## config.mk

```make
export PLATFORM = sky130hd
export DESIGN_NAME = serial_latch_bus_master
export DESIGN_NICKNAME = d
export VERILOG_FILES = /design/src/serial_latch_pkg.sv /design/src/serial_latch_bus_master.sv
export VERILOG_INCLUDE_DIRS = /design/src
export SDC_FILE = /design/constraint.sdc
export NUM_CORES = 1
export LEC_CHECK = 0
export ABC_CLOCK_PERIOD_IN_PS = 12540
export BUFFER_PORTS_ARGS = -buffer_cell sky130_fd_sc_hd__buf_2
export CAP_MARGIN = 25
export CORE_AREA = 8 8 125 127
export CTS_CLUSTER_SIZE = 12
export DETAILED_ROUTE_END_ITERATION = 10
export DIE_AREA = 0 0 133 135
export GPL_TIMING_DRIVEN = 0
export PLACE_DENSITY = 0.95
export SETUP_SLACK_MARGIN = 0.1
export SYNTH_ARGS = -nofsm -noshare
export SYNTH_HDL_FRONTEND = slang
export SYNTH_SLANG_ARGS = --single-unit
```

## constraint.sdc

```tcl
create_clock -name CLK -period 12.54 [get_ports CLK]
set_input_delay 0.627 -clock CLK [delete_from_list [all_inputs] [get_ports CLK]]
set_output_delay 0.627 -clock CLK [all_outputs]
set_load 0.1 [all_outputs]
```

## src/serial_latch_map.svh

```systemverilog
`ifndef SERIAL_LATCH_MAP_SVH
`define SERIAL_LATCH_MAP_SVH

// ****************************************
// Register offsets
// ****************************************
`define REG_TX_FIRST 4'h0
`define REG_TX_SECOND 4'h1
`define REG_TX_THIRD 4'h2
`define REG_CONTROL 4'h3
`define REG_L3_WIDTH 4'h4
`define REG_POWER 4'h5
`define REG_RX_FIRST 4'h6
`define REG_RX_SECOND 4'h7
`define REG_RX_THIRD 4'h8
`define REG_STATUS 4'h9

// ****************************************
// Field positions and reset values
// ****************************************
`define POWER_DOWN_BIT 7
`define POWER_HOLD_L3_BIT 0
`define CONTROL_RESET 8'h00
`define POWER_RESET 8'h00
`define WIDTH_RESET 7'h00

// ****************************************
// Timing
// ****************************************
`define CLK_HZ 40000000
`define LATCH_PULSE_NS 500
`define LATCH_PULSE_CYC ((`LATCH_PULSE_NS * (`CLK_HZ / 1000000)) / 1000)
`define AUX_CLK_HZ 126000
`define AUX_HALF_CYC (`CLK_HZ / (2 * `AUX_CLK_HZ))
`define WIDTH_STEP_PERIODS 100
`define WORD_BITS 24
`define ANSWER_FIRST_EDGE 5

`endif

```

## src/serial_latch_pkg.sv

```systemverilog
`default_nettype none

package serial_latch_pkg;

    // Transfer control word as software writes it.
    typedef struct packed {
        logic go;
        logic bus_select_bit;
        logic answer_request;
        logic spare;
        logic latch3_sel;
        logic latch2_sel;
        logic latch1_sel;
        logic latch0_sel;
    } transfer_control_t;

    typedef enum logic [3:0] {
        ST_IDLE = 4'b0001,
        ST_P_SHIFT = 4'b0010,
        ST_P_RECV = 4'b0100,
        ST_A_SHIFT = 4'b1000
    } xfer_state_t;

endpackage

`default_nettype wire

```

## src/serial_latch_bus_master.sv

```systemverilog
// Operation
// - Primary bus: clock, shared data, four latches.
// - Send 24 gapless bits, then latch.
// - Release data line after each transfer.
// - Launch and sample on bus clock falls.
// - Latch 0 and 1 pulse 500 ns.
// - Latch 3 programmable primary, 500 ns aux.
// - Aux clock 126 kHz only during transfers.
// - Aux data zero outside transfers.
// - Three bytes form one word, MSB first.
// - Power-down bit 7 stops interface, not clock.
// - Width field steps 100 bus periods.
// - Width counts down; writing 0 ends pulse.
// - Programmed width ignored for aux transfers.
// - Control bit 7 starts; fields pick mode.
// - Start enables shifting, one bit per fall.
// - Latch follows on fall after bit 24.
// - Send-done pulses with the latch.
// - Control word clears when transfer completes.
// - Three readable answer bytes captured.
// - Answer sampled from fifth fall, 24 bits.
`timescale 1ns/10ps
`include "serial_latch_map.svh"
`default_nettype none

module serial_latch_bus_master #(
    parameter int LATCH_CYC = `LATCH_PULSE_CYC,
    parameter int AUX_HALF = `AUX_HALF_CYC
) (
    // Clock and reset
    input wire logic CLK,
    input wire logic RSTN,
    // Register port
    input wire logic [3:0] ADDR,
    input wire logic [7:0] WDATA,
    input wire logic WR,
    input wire logic RD,
    output logic [7:0] RDATA,
    // Primary bus
    input wire logic BUS_CLOCK_IN,
    output logic BUS_CLOCK_OUT,
    input wire logic SERIAL_I,
    output logic SERIAL_O,
    output logic SERIAL_OE,
    output logic [3:0] LATCH,
    // Auxiliary bus
    output logic AUX_BUS_CLOCK,
    output logic AUX_BUS_DATA,
    // Events
    output logic SEND_DONE,
    output logic RECEIVE_DONE_IRQ
);

    // ****************************************
    // Reset and input synchronisers
    // ****************************************
    logic rst_s1, rst_n;
    logic bclk_s1, bclk_s2, bclk_q;
    logic sdi_s1, sdi_s2;
    logic bfall, en, bfall_en;

    always_ff @(posedge CLK or negedge RSTN) begin
        if (!RSTN) begin
            rst_s1 <= 1'b0;
            rst_n <= 1'b0;
        end else begin
            rst_s1 <= 1'b1;
            rst_n <= rst_s1;
        end
    end

    always_ff @(posedge CLK or negedge rst_n) begin
        if (!rst_n) begin
            bclk_s1 <= 1'b0;
            bclk_s2 <= 1'b0;
            bclk_q <= 1'b0;
            sdi_s1 <= 1'b0;
            sdi_s2 <= 1'b0;
            BUS_CLOCK_OUT <= 1'b0;
        end else begin
            bclk_s1 <= BUS_CLOCK_IN;
            bclk_s2 <= bclk_s1;
            bclk_q <= bclk_s2;
            sdi_s1 <= SERIAL_I;
            sdi_s2 <= sdi_s1;
            BUS_CLOCK_OUT <= bclk_s2;
        end
    end

    assign bfall = bclk_q & ~bclk_s2;

    // ****************************************
    // Registers
    // ****************************************
    logic [7:0] tx0_r, tx1_r, tx2_r, power_r;
    logic [7:0] rx0_r, rx1_r, rx2_r;
    logic [6:0] width_r;
    serial_latch_pkg::transfer_control_t ctrl_r;
    serial_latch_pkg::xfer_state_t state_r;
    logic fire, fire_primary, recv_load;
    logic l3_run_r, done_dly_r;
    logic [6:0] step_cnt_r;

    assign en = ~power_r[`POWER_DOWN_BIT];
    assign bfall_en = bfall & en;

    function automatic logic wr_hit(input logic [3:0] a, input logic [3:0] off);
        wr_hit = (a == off);
    endfunction

    always_ff @(posedge CLK or negedge rst_n) begin
        if (!rst_n) begin
            tx0_r <= 8'h00;
            tx1_r <= 8'h00;
            tx2_r <= 8'h00;
            power_r <= `POWER_RESET;
        end else if (WR) begin
            if (wr_hit(ADDR, `REG_TX_FIRST)) tx0_r <= WDATA;
            if (wr_hit(ADDR, `REG_TX_SECOND)) tx1_r <= WDATA;
            if (wr_hit(ADDR, `REG_TX_THIRD)) tx2_r <= WDATA;
            if (wr_hit(ADDR, `REG_POWER)) power_r <= WDATA;
        end
    end

    // A software write in the completion cycle wins over the clear.
    always_ff @(posedge CLK or negedge rst_n) begin
        if (!rst_n) begin
            ctrl_r <= `CONTROL_RESET;
        end else if (WR && wr_hit(ADDR, `REG_CONTROL)) begin
            ctrl_r <= WDATA;
        end else if (fire) begin
            ctrl_r <= `CONTROL_RESET;
        end
    end

    // Width counts down in steps of 100 bus periods once the word is sent.
    always_ff @(posedge CLK or negedge rst_n) begin
        if (!rst_n) begin
            width_r <= `WIDTH_RESET;
            step_cnt_r <= 7'h00;
        end else if (WR && wr_hit(ADDR, `REG_L3_WIDTH)) begin
            width_r <= WDATA[6:0];
            step_cnt_r <= 7'h00;
        end else if (l3_run_r && bfall_en && width_r != 7'h00) begin
            if (step_cnt_r == 7'(`WIDTH_STEP_PERIODS - 1)) begin
                step_cnt_r <= 7'h00;
                width_r <= width_r - 7'h01;
            end else begin
                step_cnt_r <= step_cnt_r + 7'h01;
            end
        end
    end

    always_ff @(posedge CLK or negedge rst_n) begin
        if (!rst_n) begin
            RDATA <= 8'h00;
        end else if (RD) begin
            case (ADDR)
                `REG_CONTROL: RDATA <= ctrl_r;
                `REG_L3_WIDTH: RDATA <= {1'b0, width_r};
                `REG_POWER: RDATA <= power_r;
                `REG_RX_FIRST: RDATA <= rx0_r;
                `REG_RX_SECOND: RDATA <= rx1_r;
                `REG_RX_THIRD: RDATA <= rx2_r;
                `REG_STATUS: RDATA <= {4'h0, state_r};
                default: RDATA <= 8'h00;
            endcase
        end else begin
            RDATA <= 8'h00;
        end
    end

    // ****************************************
    // Transfer sequencer
    // ****************************************
    logic [23:0] sh_r, rsh_r, rx_word;
    logic [4:0] cnt_r;
    logic [8:0] half_r;
    logic [5:0] phase_r;

    always_ff @(posedge CLK or negedge rst_n) begin
        if (!rst_n) begin
            state_r <= serial_latch_pkg::ST_IDLE;
            sh_r <= 24'h000000;
            rsh_r <= 24'h000000;
            cnt_r <= 5'h00;
            half_r <= 9'h000;
            phase_r <= 6'h00;
            SERIAL_O <= 1'b0;
            SERIAL_OE <= 1'b0;
            AUX_BUS_CLOCK <= 1'b0;
            AUX_BUS_DATA <= 1'b0;
        end else if (en) begin
            case (state_r)
                serial_latch_pkg::ST_IDLE: begin
                    cnt_r <= 5'h00;
                    half_r <= 9'h000;
                    phase_r <= 6'h00;
                    if (ctrl_r.go && ctrl_r.bus_select_bit) begin
                        sh_r <= {tx0_r, tx1_r, tx2_r};
                        state_r <= serial_latch_pkg::ST_P_SHIFT;
                    end else if (ctrl_r.go) begin
                        AUX_BUS_DATA <= tx0_r[7];
                        sh_r <= {tx0_r[6:0], tx1_r, tx2_r, 1'b0};
                        state_r <= serial_latch_pkg::ST_A_SHIFT;
                    end
                end
                serial_latch_pkg::ST_P_SHIFT: begin
                    if (bfall) begin
                        if (cnt_r != 5'(`WORD_BITS)) begin
                            SERIAL_O <= sh_r[23];
                            SERIAL_OE <= 1'b1;
                            sh_r <= {sh_r[22:0], 1'b0};
                            cnt_r <= cnt_r + 5'h01;
                        end else begin
                            SERIAL_OE <= 1'b0;
                            SERIAL_O <= 1'b0;
                            cnt_r <= 5'h00;
                            state_r <= ctrl_r.answer_request ?
                                serial_latch_pkg::ST_P_RECV : serial_latch_pkg::ST_IDLE;
                        end
                    end
                end
                serial_latch_pkg::ST_P_RECV: begin
                    if (bfall) begin
                        cnt_r <= cnt_r + 5'h01;
                        if (cnt_r >= 5'(`ANSWER_FIRST_EDGE - 1)) begin
                            rsh_r <= {rsh_r[22:0], sdi_s2};
                        end
                        if (cnt_r == 5'(`ANSWER_FIRST_EDGE + `WORD_BITS - 2)) begin
                            state_r <= serial_latch_pkg::ST_IDLE;
                        end
                    end
                end
                serial_latch_pkg::ST_A_SHIFT: begin
                    if (half_r == 9'(AUX_HALF - 1)) begin
                        half_r <= 9'h000;
                        phase_r <= phase_r + 6'h01;
                        if (phase_r == 6'(2 * `WORD_BITS - 1)) begin
                            AUX_BUS_CLOCK <= 1'b0;
                            AUX_BUS_DATA <= 1'b0;
                            state_r <= serial_latch_pkg::ST_IDLE;
                        end else begin
                            AUX_BUS_CLOCK <= ~AUX_BUS_CLOCK;
                            if (AUX_BUS_CLOCK) begin
                                AUX_BUS_DATA <= sh_r[23];
                                sh_r <= {sh_r[22:0], 1'b0};
                            end
                        end
                    end else begin
                        half_r <= half_r + 9'h001;
                    end
                end
                default: state_r <= serial_latch_pkg::ST_IDLE;
            endcase
        end
    end

    assign fire_primary = en && bfall && cnt_r == 5'(`WORD_BITS) &&
        state_r == serial_latch_pkg::ST_P_SHIFT;
    assign fire = fire_primary || (en && state_r == serial_latch_pkg::ST_A_SHIFT &&
        half_r == 9'(AUX_HALF - 1) && phase_r == 6'(2 * `WORD_BITS - 1));
    assign recv_load = en && bfall && state_r == serial_latch_pkg::ST_P_RECV &&
        cnt_r == 5'(`ANSWER_FIRST_EDGE + `WORD_BITS - 2);
    assign rx_word = {rsh_r[22:0], sdi_s2};

    // ****************************************
    // Latches and events
    // ****************************************
    logic [3:0] pulse_r;
    logic [7:0] lat_cnt_r;

    always_ff @(posedge CLK or negedge rst_n) begin
        if (!rst_n) begin
            pulse_r <= 4'h0;
            lat_cnt_r <= 8'h00;
        end else if (fire) begin
            lat_cnt_r <= 8'(LATCH_CYC - 1);
            pulse_r <= fire_primary ? {2'b00, ctrl_r.latch1_sel, ctrl_r.latch0_sel} :
                {ctrl_r.latch3_sel, ctrl_r.latch2_sel, 2'b00};
        end else if (lat_cnt_r != 8'h00) begin
            lat_cnt_r <= lat_cnt_r - 8'h01;
        end else begin
            pulse_r <= 4'h0;
        end
    end

    always_ff @(posedge CLK or negedge rst_n) begin
        if (!rst_n) begin
            l3_run_r <= 1'b0;
        end else if (fire_primary && !ctrl_r.latch1_sel && !ctrl_r.latch0_sel) begin
            l3_run_r <= 1'b1;
        end else if (width_r == 7'h00) begin
            l3_run_r <= 1'b0;
        end
    end

    always_ff @(posedge CLK or negedge rst_n) begin
        if (!rst_n) begin
            LATCH <= 4'h0;
            SEND_DONE <= 1'b0;
            done_dly_r <= 1'b0;
        end else begin
            LATCH[2:0] <= pulse_r[2:0];
            LATCH[3] <= pulse_r[3] | (l3_run_r && width_r != 7'h00) |
                power_r[`POWER_HOLD_L3_BIT];
            done_dly_r <= fire;
            SEND_DONE <= done_dly_r;
        end
    end

    always_ff @(posedge CLK or negedge rst_n) begin
        if (!rst_n) begin
            rx0_r <= 8'h00;
            rx1_r <= 8'h00;
            rx2_r <= 8'h00;
            RECEIVE_DONE_IRQ <= 1'b0;
        end else begin
            RECEIVE_DONE_IRQ <= recv_load;
            if (recv_load) begin
                {rx0_r, rx1_r, rx2_r} <= rx_word;
            end
        end
    end

    // ****************************************
    // Assertions
    // ****************************************
    property p_release_after_send;
        @(posedge CLK) disable iff (!rst_n)
        fire_primary |=> !SERIAL_OE;
    endproperty
    a_release_after_send: assert property (p_release_after_send)
        else $error("data line still driven after send");

    property p_done_with_latch;
        @(posedge CLK) disable iff (!rst_n)
        SEND_DONE |-> ((LATCH & pulse_r) == pulse_r) && (LATCH[3] || !l3_run_r);
    endproperty
    a_done_with_latch: assert property (p_done_with_latch)
        else $error("send done without latch");

    property p_ctrl_cleared;
        @(posedge CLK) disable iff (!rst_n)
        (fire && !WR) |=> ctrl_r == 8'h00;
    endproperty
    a_ctrl_cleared: assert property (p_ctrl_cleared)
        else $error("control word not cleared");

    property p_aux_data_idle;
        @(posedge CLK) disable iff (!rst_n)
        state_r != serial_latch_pkg::ST_A_SHIFT |-> !AUX_BUS_DATA && !AUX_BUS_CLOCK;
    endproperty
    a_aux_data_idle: assert property (p_aux_data_idle)
        else $error("aux bus active while idle");

    property p_latch0_width;
        @(posedge CLK) disable iff (!rst_n)
        $fell(LATCH[0]) |-> $past(LATCH[0], LATCH_CYC);
    endproperty
    a_latch0_width: assert property (p_latch0_width)
        else $error("latch 0 pulse too short");

    property p_latch0_ends;
        @(posedge CLK) disable iff (!rst_n)
        $rose(LATCH[0]) |-> ##[1:40] !LATCH[0];
    endproperty
    a_latch0_ends: assert property (p_latch0_ends)
        else $error("latch 0 pulse too long");

    property p_width_zero_ends;
        @(posedge CLK) disable iff (!rst_n)
        (WR && ADDR == `REG_L3_WIDTH && WDATA[6:0] == 7'h00 && !power_r[0] && !pulse_r[3])
            |=> ##1 !LATCH[3];
    endproperty
    a_width_zero_ends: assert property (p_width_zero_ends)
        else $error("latch 3 not ended by zero width");

    property p_powerdown_freeze;
        @(posedge CLK) disable iff (!rst_n)
        !en |=> $stable(state_r);
    endproperty
    a_powerdown_freeze: assert property (p_powerdown_freeze)
        else $error("sequencer moved while powered down");

    property p_shift_on_fall;
        @(posedge CLK) disable iff (!rst_n)
        (state_r == serial_latch_pkg::ST_P_SHIFT && !bfall) |=> $stable(SERIAL_O);
    endproperty
    a_shift_on_fall: assert property (p_shift_on_fall)
        else $error("data changed away from a falling edge");

endmodule

`default_nettype wire

```

## After elaboration in Yosys (flattened, before gate mapping)

Index checks and enable logic that the tools add are counted.

| word-level totals | value |
|---|---|
| register bits | 188 |
| output and inout port bits | 19 |
| logic and storage cells | 186 |
| input bits | 18 |

| cells by class | value |
|---|---|
| eq/ne operators | 33 |
| bitwise operators | 7 |
| $lt $le $gt $ge | 1 |
| add/sub/neg operators | 6 |
| reduce and logical (&&, ||, !) cells | 45 |
| mux-type cells | 52 |

Operator list:

| kind | number |
|---|---|
| 24-bit 2-to-1 mux | 7 |
| 24-bit one-hot mux with 3 select lines | 1 |
| 8-bit one-hot mux with 7 select lines | 1 |
| 4-bit 2-to-1 mux | 11 |
| 7-bit 2-to-1 mux | 6 |
| 8-bit 2-to-1 mux | 5 |
| 4-bit by 3-bit == test with 1-bit output, second input constant | 5 |
| 2-bit != test, second input constant | 9 |
| 9-bit one-hot mux with 2 select lines | 1 |
| 1-bit logical AND | 16 |
| 4-bit one-hot mux with 4 select lines | 1 |
| 8-bit AND reduction | 2 |
| 5-bit 2-to-1 mux | 3 |
| 5-bit one-hot mux with 3 select lines | 1 |
| 4-bit by 2-bit == test with 1-bit output, second input constant | 3 |
| 4-bit == test, second input constant | 3 |
| 6-bit one-hot mux with 2 select lines | 1 |
| 2-bit AND reduction | 6 |
| 2-bit nonzero test | 6 |
| 5-bit == test, second input constant | 2 |
| 1-bit 2-to-1 mux | 10 |
| 9-bit by 1-bit adder with 9-bit output, second input constant | 1 |
| 9-bit by 8-bit == test with 1-bit output, second input constant | 1 |
| 9-bit 2-to-1 mux | 1 |
| other kinds (29) | 41 |

## Logic depth before layout (Yosys ltp)

Gate-level depths: netlist (run 1).

| depth | value |
|---|---|
| depth in word-level cells | 8 |
| depth in mapped cells | 8 |
| depth with buffers taken out | 7 |

## Worst setup path before layout (run 1)

No wires, ideal clock.

| path | value |
|---|---|
| path type | register to register |
| start point | reg bclk_q |
| end point | reg step_cnt_r[6] |
| cell stages (with the launch flop) | 7 |
| clock period less this slack | 2.466 ns |
| library setup time | 0.064 ns |
| slack | 10.074 ns |
| arrival time | 2.402 ns |
| required time | 12.476 ns |
| buffers on the path | 1 |
| cells stage by stage | dfrtp_1 -> or3b_1 -> buf_6 -> a211oi_4 -> or3b_4 -> a21oi_2 -> a21o_1 |

| between the ends | value |
|---|---|
| cells in the longest elaborated chain, start to end | 5 |

Ends and longest elaborated chain:

| item | RTL line | source |
|---|---|---|
| from (decl) | serial_latch_bus_master.sv:58 | `logic bclk_s1, bclk_s2, bclk_q;` |
| from (signal assigned) | serial_latch_bus_master.sv:83 | `bclk_q <= bclk_s2;` |
| 1-bit AND | serial_latch_bus_master.sv:90 | `assign bfall = bclk_q & ~bclk_s2;` |
| 1-bit AND | serial_latch_bus_master.sv:105 | `assign bfall_en = bfall & en;` |
| 1-bit logical AND (2 in series) | serial_latch_bus_master.sv:144 | `end else if (l3_run_r && bfall_en && width_r != 7'h00) begin` |
| 2-bit nonzero test (no source line) | -- |  |
| to (signal assigned) | serial_latch_bus_master.sv:149 | `step_cnt_r <= step_cnt_r + 7'h01;` |
| to (decl) | serial_latch_bus_master.sv:102 | `logic [6:0] step_cnt_r;` |

No other way between the ends.
A chain may end at the register's enable or synchronous reset.

## Final worst setup path (run 1)

| path | value |
|---|---|
| start point | reg phase_r[0] |
| end point | reg sh_r[8] |

| between the ends | value |
|---|---|
| cells in the longest elaborated chain, start to end | 3 |

Ends and longest elaborated chain:

| item | RTL line | source |
|---|---|---|
| from (decl) | serial_latch_bus_master.sv:179 | `logic [5:0] phase_r;` |
| from (signal assigned) | serial_latch_bus_master.sv:238 | `phase_r <= phase_r + 6'h01;` |
| 6-bit == test | serial_latch_bus_master.sv:239 | `` if (phase_r == 6'(2 * `WORD_BITS - 1)) begin `` |
| 2-bit != test (no source line) | -- |  |
| 8-bit AND reduction (no source line) | -- |  |
| to (signal assigned) | serial_latch_bus_master.sv:204 | `sh_r <= {tx0_r[6:0], tx1_r, tx2_r, 1'b0};` |
| to (signal assigned) | serial_latch_bus_master.sv:213 | `sh_r <= {sh_r[22:0], 1'b0};` |
| to (signal assigned) | serial_latch_bus_master.sv:247 | `sh_r <= {sh_r[22:0], 1'b0};` |
| to (decl) | serial_latch_bus_master.sv:176 | `logic [23:0] sh_r, rsh_r, rx_word;` |

No other way between the ends.

==> results of run 1 <==
## power by group through the flow
stage / Clock [mW] / Sequential (mW) / Combinational, mW
2_1_floorplan: 0 / 0.799 / 0.389
3_3_place_gp: 0 / 0.785 / 0.489
3_5_place_dp: 0 / 0.782 / 0.524
4_1_cts: 0.555 / 0.776 / 0.540
5_1_grt: 0.577 / 0.787 / 0.583
6_report: 0.553 / 0.780 / 0.543
## Yosys cell counts (15+ instances only)
library cell / n
a21oi_1: 31
clkbuf_1: 15
dfrtp_1: 187
inv_1: 20
mux2_1: 49
mux2_2: 44
mux2_4: 19
mux2i_1: 31
nand2_1: 53
nand3_1: 18
nor2_1: 68
nor2b_1: 16
o21ai_0: 20
o21ai_1: 19
xor2_1: 16
## kinds of logic (layout without fill, tap and decap cells)
group / after synthesis / count (layout) / synth area share
fa+ha+maj: 9 / 9 / 0.0126
mux: 143 / 143 / 0.183
flops: 188 / 188 / 0.525
other cells: 1 / 1 / 0.000418
buf+inv: 51 / 120 / 0.0279
compound gates: 116 / 116 / 0.0867
xor+xnor: 28 / 28 / 0.0274
simple gates: 229 / 229 / 0.137
## worst register-to-register path, stage by stage (launching register included)
cell and delay (ps):
dfrtp_1 380, ha_1 170, nand2_1 80, nor3_1 650
nor2_2 150, o311ai_4 470, buf_6 270, mux2_4 330
## metal layers
| layer | vias to the layer above | global-route usage |
|---|---|---|
| li1 | 2830 | - |
| met1 | 3262 | 0.305 |
| met2 | 362 | 0.412 |
| met3 | 96 | 0.0617 |
| met4 | 0 | 0.123 |
| met5 | - | 0 |
## through the flow
step / hold WS [ps] / area (um2) / std cells
after CTS: 282 / 10000 / 1014
after global routing: 284 / 10000 / 1014
final: 286 / 10000 / 1014
after global placement: 332 / 9360 / 979
after detailed placement: 339 / 9420 / 981
after floorplan: 331 / 8960 / 765
## sequential cells by signal, summed over array words and instances (netlist names), 4 cells and up
name and cells:
RDATA 8, tx0_r 8, sh_r 24, width_r 7, rx2_r 8, lat_cnt_r 8, rx1_r 8, state_r 4
tx1_r 8, step_cnt_r 7, tx2_r 8, LATCH 4, power_r 8, cnt_r 5, half_r 9, ctrl_r 8
phase_r 6, pulse_r 4, rsh_r 23, rx0_r 8
## worst paths after layout
kind                       cells after the start  slack (ps)                     end              startpoint
setup reg to reg                               7        9920     sh_r[8]$_DFFE_PN0P_  phase_r[0]$_DFFE_PN0P_
hold reg to reg                                0         350        sdi_s2$_DFF_PN0_        sdi_s1$_DFF_PN0_
setup / recovery                               7        9920     sh_r[8]$_DFFE_PN0P_  phase_r[0]$_DFFE_PN0P_
hold / removal                                 1         290       bclk_s1$_DFF_PN0_            BUS_CLOCK_IN
max in group asynchronous                      1       11240  state_r[0]$_DFFE_PN1P_         rst_n$_DFF_PN0_
min in group asynchronous                      0         470    tx1_r[1]$_DFFE_PN0P_         rst_n$_DFF_PN0_
## cell type report
| type | instances | area (um2) | share of cell area |
|---|---|---|---|
| buffer | 31 | 175 | 0.0175 |
| tap | 180 | 225 | 0.0225 |
| timing repair buffer | 37 | 235 | 0.0235 |
| multi-input combinational | 526 | 4010 | 0.399 |
| inverter | 20 | 75.1 | 0.00749 |
| sequential | 188 | 4710 | 0.470 |
| clock buffer | 17 | 425 | 0.0424 |
| clock inverter | 15 | 178 | 0.0177 |
## repair_timing
action,CTS,global route
hold buffers,1,0
setup buffers,0,0
endpoints found under the hold margin,2,0
==> metrics.md, run 1 <==
| Metric | Value |
|---|---|
| Clock power frac | `0.295` |
| DRC Markers | `0` |
| Clk buf depth | `2` |
| Period utilization | `0.209` |
| Pint | `1.25 mW` |
| CTS tree | `built` |
| Critical Path AT | `2930 ps` |
| Diode count | `0` |
| Avg WL per Cell | `21.6 um` |
| Final worst slack | `9920 ps` |
| Final Max Tran Viols | `0` |
| Top FF cell, synth | `dfrtp_1` |
| Die Ht | `135 um` |
| Site Rows | `43` |
| Net Switching | `0.628 mW` |
| Worst-path clk slew | `80 ps` |
| Hold crit path type | `in2reg` |
| Global Route Usage Sum | `0.251` |
| Post-DP HPWL | `14,100 um` |
| Area Growth Syn to Fin | `11.9%` |
| Final Hold Vio Count | `0` |
| Vias in the first global route | `6,797` |
| WP buf/inv | `1` |
| Vias per cell | `6.46` |
| Slew Limit Headroom | `0.358` |
| Post-synthesis cell area | `8960 um2` |
| Antenna viol nets, final | `0` |
| First-pass GRT wire length | `35,800 um` |
| Synth unique cells | `70` |
| Initial antenna violation count | `0` |
| Port bufs | `34` |
| Combinational power share | `0.289` |
| Class of the most critical setup path | `reg2reg` |
| Core Box Area | `13,600 um2` |
| Pwr dens | `187 nW/um2` |
| CP peak stage delay | `650 ps` |
| Worst slew pin tran | `955 ps` |
| Most frequent cells in the layout | `dfrtp_1 (186), nor2_1 (68), nand2_1 (53)` |
| Crit. End Element | `flip-flop` |
| Largest area contributor in the netlist | `dfrtp_1` |
| Area contributors post-synth | `dfrtp_1 (52%), mux2_1 (6.2%), mux2_2 (5.5%)` |
| Vias | `6,550` |
| Yosys top cell area share | `0.522` |
| Post-route minimum period | `2620 ps` |
| Overall die width | `133 um` |
| CTS resizes | `0` |
| Crit Path Max Fanout | `10` |
| Setup_tns | `0 ps` |
| Final wirelength | `21,900 um` |
| Number of flops mapped to enable cells by yosys | `0` |
| Largest net degree at the start of global routing | `68` |
| Share of post-route cells with drive strength above 1 | `0.206` |
| Layout Utilization | `0.737` |
| # nets final | `848` |
| Synthesized area per cell | `11.7 um2` |
| Overall Power | `1.88 mW` |
| H-tree levels | `4` |
| GP Congestion | `0.936` |
| Sw frac | `0.335` |
| Max layer used | `met4` |
| Syn_nets | `792` |
| Met3 Wirelength | `1630 um` |
| Peak VDD IR | `124 uV` |
| DRT met1 WL | `8640 um` |
| YS warnings | `0` |
| Iter 0 DRT Violations | `701` |
| Seq pwr share | `0.416` |
| Root Buffer | `clkbuf_16` |
| Critical path's slowest cell | `nor3_1` |
| DR WL met2 | `10,700 um` |
| # IOs | `37` |
| Commonest non-fill, non-tap cell in the layout | `dfrtp_1` |
| RSZ-0062 raised after global routing | `no` |
| Clock Latency Late Sink | `440 ps` |
| Fmax | `382 MHz` |
| Dpl ws | `10,070 ps` |
| Leak | `4.78 nW` |
| Sequential fraction of the synthesis area | `0.525` |
| TritonCTS buffer count | `17` |
| Worst-case clock skew | `10.0 ps` |
| GRT overflow | `0` |
| CP delay by family, top | `simple AND/OR/NAND/NOR gates` |
| Die ar. | `18,000 um2` |
| Syn Inst Count | `765` |
| Max Cap Violations | `0` |
| # setup viols final | `0` |
| Fillers | `814` |
| Post-synth ARST share | `1.00` |
| Worst EP required | `12,860 ps` |
| Startpoint Class | `flip-flop` |
| DR pass1 iterations | `5` |
| Status | `completed` |
| Flops & latches, synth | `188` |
| Worst-path cell chain | `ha_1 -> nand2_1 -> nor3_1 -> nor2_2 -> o311ai_4 -> buf_6 -> mux2_4` |
| Initial Util | `0.658` |
| Clock Sinks | `188` |
Note: power is estimated with default switching activity, not from simulation.
==> run 2, diff against run 1 <==
Settings changed: ABC_CLOCK_PERIOD_IN_PS 12540 to 2300, CORE_AREA 8 8 125 127 to 8 8 136 138, DIE_AREA 0 0 133 135 to 0 0 144 146, PLACE_DENSITY 0.95 to 0.87.
Clock period 12.54 ns to 2.3 ns, I/O delays scaled along.
==> metrics.md, run 2 (synthesized netlist as in run 1, its figures left out) <==
| Metric | Value |
|---|---|
| Finished Cell Area | `10,500 um2` |
| Antenna viol nets, final | `0` |
| Max Cap Violations | `0` |
| Layout Utilization | `0.645` |
| Port bufs | `34` |
| Hold crit path type | `in2reg` |
| Global Route Usage Sum | `0.206` |
| Net Switching | `3.38 mW` |
| CP peak stage delay | `390 ps` |
| CP delay by family, top | `compound AO/OA/AOI/OAI gates` |
| Pint | `7.23 mW` |
| Max reg flops | `24` |
| Post-route minimum period | `2230 ps` |
| Largest registers | `sh_r (24), rsh_r (23), half_r (9)` |
| # IOs | `37` |
| Worst slew pin tran | `721 ps` |
| Clock Sinks | `188` |
| Peak VDD IR | `625 uV` |
| Final Max Tran Viols | `0` |
| Root Buffer | `clkbuf_16` |
| Clock Latency Late Sink | `440 ps` |
| # setup viols final | `0` |
| Crit Path Max Fanout | `5` |
| Hold Worst Slack | `17.8 ps` |
| Critical Path AT | `2550 ps` |
| Vias | `6,367` |
| Critical path's slowest cell | `dfrtp_1` |
| Clock power frac | `0.289` |
| DR pass1 iterations | `7` |
| GP Congestion | `0.892` |
| Clk buf depth | `2` |
| First-pass GRT wire length | `34,000 um` |
| RSZ-0062 raised after global routing | `yes` |
| Worst EP required | `2610 ps` |
| Die Ht | `146 um` |
| Initial antenna violation count | `0` |
| Diode count | `0` |
| Fillers | `1,127` |
| Slew Limit Headroom | `0.520` |
| Core Box Area | `16,300 um2` |
| Final wirelength | `20,900 um` |
| Placed inst area | `9490 um2` |
| Largest net degree at the start of global routing | `61` |
| Final worst slack | `69.8 ps` |
| Overall die width | `144 um` |
| Commonest non-fill, non-tap cell in the layout | `dfrtp_1` |
| Combinational power share | `0.310` |
| Crit. End Element | `flip-flop` |
| Dpl ws | `-240 ps` |
| Leak | `4.99 nW` |
| Vias per cell | `5.87` |
| Startpoint Class | `flip-flop` |
| Seq pwr share | `0.402` |
| Avg WL per Cell | `19.3 um` |
| Register area | `4710 um2` |
| Worst-case clock skew | `10.2 ps` |
| Area occupied by multi-input gates | `4110 um2` |
| GRT overflow | `0` |
| Final Hold Vio Count | `0` |
| Biggest register | `sh_r` |
| Vias in the first global route | `6,599` |
| Fmax | `448 MHz` |
| Sw frac | `0.319` |
| Worst-path cell chain | `inv_2 -> ha_4 -> and4bb_2 -> nand3_4 -> a221oi_4 -> o311ai_4 -> buf_12 -> buf_8 -> mux2_4` |
| H-tree levels | `4` |
| Die ar. | `21,000 um2` |
| Most frequent cells in the layout | `dfrtp_1 (182), nor2_1 (68), nand2_1 (53)` |
| DRC Markers | `0` |
| WP buf/inv | `3` |
| Worst-path clk slew | `70 ps` |
| # nets final | `880` |
| Area Growth Syn to Fin | `17.2%` |
| Overall Power | `10.6 mW` |
| TritonCTS buffer count | `17` |
| Iter 0 DRT Violations | `666` |
| Status | `completed` |
| Initial Util | `0.550` |
| CTS tree | `built` |
| Class of the most critical setup path | `reg2reg` |
| Post-DP HPWL | `13,500 um` |
| Pwr dens | `1010 nW/um2` |
| Site Rows | `47` |
| Share of post-route cells with drive strength above 1 | `0.243` |
| Period utilization | `0.970` |
## run 2: cell types whose count changed in the layout (fill, tap and decap cells not counted), sizes merged
cell	change
buf	+24
bufinv	+1
clkbuf	+3
clkinv	+3
clkinvlp	-4
dlygate4sd3	+8
inv	-4
## run 2: final timing paths
kind                                          to  slack (ps)  cells after the start             startpoint
max                          sh_r[8]$_DFFE_PN0P_          70                      9  half_r[1]$_DFFE_PN0P_
max reg2reg                  sh_r[8]$_DFFE_PN0P_          70                      9  half_r[1]$_DFFE_PN0P_
min                        ctrl_r[5]$_DFFE_PN0P_          20                      3               WDATA[5]
max in group asynchronous       bclk_q$_DFF_PN0_        1040                      2        rst_n$_DFF_PN0_
min reg2reg                 tx1_r[1]$_DFFE_PN0P_         320                      0        rst_n$_DFF_PN0_
min in group asynchronous   tx1_r[1]$_DFFE_PN0P_         320                      0        rst_n$_DFF_PN0_
## run 2: layout make-up
cell class,count,share of cell area
Clock inverter,11,0.0151
Sequential cell,188,0.449
Multi-Input combinational cell,526,0.391
Tap cell,220,0.0262
Clock buffer,20,0.0435
Inverter,20,0.00715
Timing Repair Buffer,70,0.0510
Buffer,30,0.0170
## run 2: worst register-to-register path: stages, from the launching register on
cell	delay, ps
dfrtp_1	390
inv_2	80
ha_4	110
and4bb_2	270
nand3_4	110
a221oi_4	380
o311ai_4	170
buf_12	170
buf_8	140
mux2_4	300
## run 2: timing repair
action	CTS	global route
pin swaps	7	6
hold endpoints to repair	10	0
buffers inserted	12	10
setup endpoints to repair	80	90
hold buffers	9	0
gates cloned	2	0
gates resized for setup	17	12
## run 2: through the flow
step	TNS (ps)	cells
final	0	1085
after global routing	0	1085
after CTS	0	1075
after detailed placement	-4770	1022
after global placement	-46570	1019
after floorplan	0	765
## run 2: per-layer routing
metal,track usage,wire length (um),up-vias
met5,0,0,-
met4,0.0942,611,0
met2,0.338,10400,213
li1,-,-,2893
met1,0.253,8810,3215
met3,0.0433,1080,46
## run 2: power groups by stage
| stage | registers (mW) | clock network, mW | logic (mW) |
|---|---|---|---|
| 4_1_cts | 4.25 | 3.09 | 3.13 |
| 3_5_place_dp | 4.25 | 0 | 2.85 |
| 2_1_floorplan | 4.35 | 0 | 2.12 |
| 3_3_place_gp | 4.28 | 0 | 2.68 |
| 5_1_grt | 4.31 | 3.25 | 3.52 |
| 6_report | 4.26 | 3.06 | 3.28 |
==> run 3, diff against run 2 <==
Settings changed: ABC_CLOCK_PERIOD_IN_PS 2300 to 2700, CORE_AREA 8 8 136 138 to 8 8 125 127, DIE_AREA 0 0 144 146 to 0 0 133 135, PLACE_DENSITY 0.87 to 0.95.
Clock period 2.3 ns to 2.7 ns, I/O delays scaled along.
==> metrics.md, run 3 (synthesized netlist as in run 1, its figures left out) <==
| Metric | Value |
|---|---|
| Core Box Area | `13,600 um2` |
| Post-DP HPWL | `13,900 um` |
| Seq pwr share | `0.407` |
| Final Max Tran Viols | `0` |
| Crit Path Max Fanout | `10` |
| Setup_tns | `0 ps` |
| Clock power frac | `0.311` |
| Pwr dens | `882 nW/um2` |
| GP Congestion | `0.913` |
| Post-route minimum period | `2450 ps` |
| Largest net degree at the start of global routing | `73` |
| Overall Power | `8.92 mW` |
| Worst slew pin tran | `925 ps` |
| RSZ-0062 raised after global routing | `no` |
| Net Switching | `2.84 mW` |
| GRT overflow | `0` |
| Fmax | `407 MHz` |
| Postcts setup bufs | `0` |
| Slew Limit Headroom | `0.384` |
| Die ar. | `18,000 um2` |
| Critical Path AT | `2780 ps` |
| # IOs | `37` |
| Die Ht | `135 um` |
| Status | `completed` |
| Root Buffer | `clkbuf_16` |
| Final Hold Vio Count | `0` |
| TritonCTS buffer count | `17` |
| Share of post-route cells with drive strength above 1 | `0.206` |
| Diode count | `0` |
| Clock Sinks | `188` |
| Worst-path clk slew | `70 ps` |
| DRC Markers | `0` |
| Worst-case clock skew | `10.7 ps` |
| CTS tree | `built` |
| # setup viols final | `0` |
| Port bufs | `34` |
| Most frequent cells in the layout | `dfrtp_1 (186), nor2_1 (68), nand2_1 (53)` |
| H-tree levels | `4` |
| # nets final | `851` |
| Startpoint Class | `flip-flop` |
| Hold crit path type | `in2reg` |
| Layout Utilization | `0.743` |
| Final wirelength | `21,500 um` |
| Max Cap Violations | `0` |
| DR pass1 iterations | `5` |
| Biggest register | `sh_r` |
| Period utilization | `0.909` |
| Commonest non-fill, non-tap cell in the layout | `dfrtp_1` |
| Peak VDD IR | `485 uV` |
| Clk buf depth | `2` |
| First-pass GRT wire length | `35,400 um` |
| Combinational power share | `0.281` |
| Antenna viol nets, final | `0` |
| Clock Latency Late Sink | `440 ps` |
| Global Route Usage Sum | `0.250` |
| Area Growth Syn to Fin | `12.8%` |
| Iter 0 DRT Violations | `660` |
| Pint | `6.07 mW` |
| Vias in the first global route | `6,784` |
| Largest registers | `sh_r (24), rsh_r (23), half_r (9)` |
| Crit. End Element | `flip-flop` |
| Initial antenna violation count | `0` |
| Overall die width | `133 um` |
| Vias | `6,487` |
| Worst EP required | `3020 ps` |
| Max reg flops | `24` |
| Class of the most critical setup path | `reg2reg` |
| Sw frac | `0.319` |
| Initial Util | `0.658` |
| Leak | `4.82 nW` |
| Site Rows | `43` |
| Vias per cell | `6.38` |
| Avg WL per Cell | `21.2 um` |
## run 3: changes by cell type in the layout (fill, tap and decap cells not counted), moves of 3 or more
cell,delta
buf_4,-22
clkinv_4,-3
dfrtp_1,+4
dfrtp_2,-4
dlygate4sd3_1,-5
## run 3: power by group through the flow
stage / combinational (mW) / sequential, mW / clock [mW]
2_1_floorplan: 1.81 / 3.71 / 0
3_3_place_gp: 2.26 / 3.64 / 0
3_5_place_dp: 2.43 / 3.64 / 0
4_1_cts: 2.49 / 3.61 / 2.78
5_1_grt: 2.68 / 3.67 / 2.90
6_report: 2.51 / 3.63 / 2.78
## run 3: what timing repair did
action / 4_1_cts / 5_1_grt
hold buffers: 4 / 0
hold endpoints to repair: 4 / 0
setup endpoints to repair: 6 / 0
gates resized for setup: 1 / 0
## run 3: worst max-delay path, cell delays in order (launching register included)
cell	delay (ps)
dfstp_2	370
buf_2	210
or4b_4	630
nor2_2	220
nand3_1	210
o21ai_2	330
buf_4	270
o21ai_1	100
## run 3: worst paths after layout
path	endpoint	slack, ps	cells past startpoint	from
max	ctrl_r[1]$_DFFE_PN0P_	250	7	state_r[0]$_DFFE_PN1P_
min	ctrl_r[4]$_DFFE_PN0P_	20	3	WDATA[4]
max reg2reg	ctrl_r[1]$_DFFE_PN0P_	250	7	state_r[0]$_DFFE_PN1P_
min reg2reg	SEND_DONE$_DFF_PN0_	350	0	done_dly_r$_DFF_PN0_
max in group asynchronous	state_r[0]$_DFFE_PN1P_	1070	2	rst_n$_DFF_PN0_
min in group asynchronous	sh_r[10]$_DFFE_PN0P_	470	0	rst_n$_DFF_PN0_
## run 3: area by class of cell
type | count | area (um2)
flip-flops and latches | 188 | 4710
well taps | 180 | 225
clock inverters | 13 | 210
inverters | 20 | 75.1
plain buffers | 31 | 175
fillers | 783 | 3500
repair buffers | 40 | 265
clock buffers | 18 | 439
multi-input cells | 526 | 4010
## run 3: per-stage QoR
step	hold WS (ps)	setup WS, ps	std cells	instance area (um2)
6_report	19.2	246	1016	10100
5_1_grt	10.5	141	1016	10100
4_1_cts	2.56	287	1016	10100
3_5_place_dp	-78.9	191	981	9420
3_3_place_gp	-80.6	217	979	9360
2_1_floorplan	-161	234	765	8970
## run 3: routing by layer
| layer | share of wire | track usage |
|---|---|---|
| met1 | 0.39 | 0.300 |
| met2 | 0.50 | 0.418 |
| met3 | 0.071 | 0.0632 |
| met4 | 0.036 | 0.114 |
| met5 | 0 | 0 |
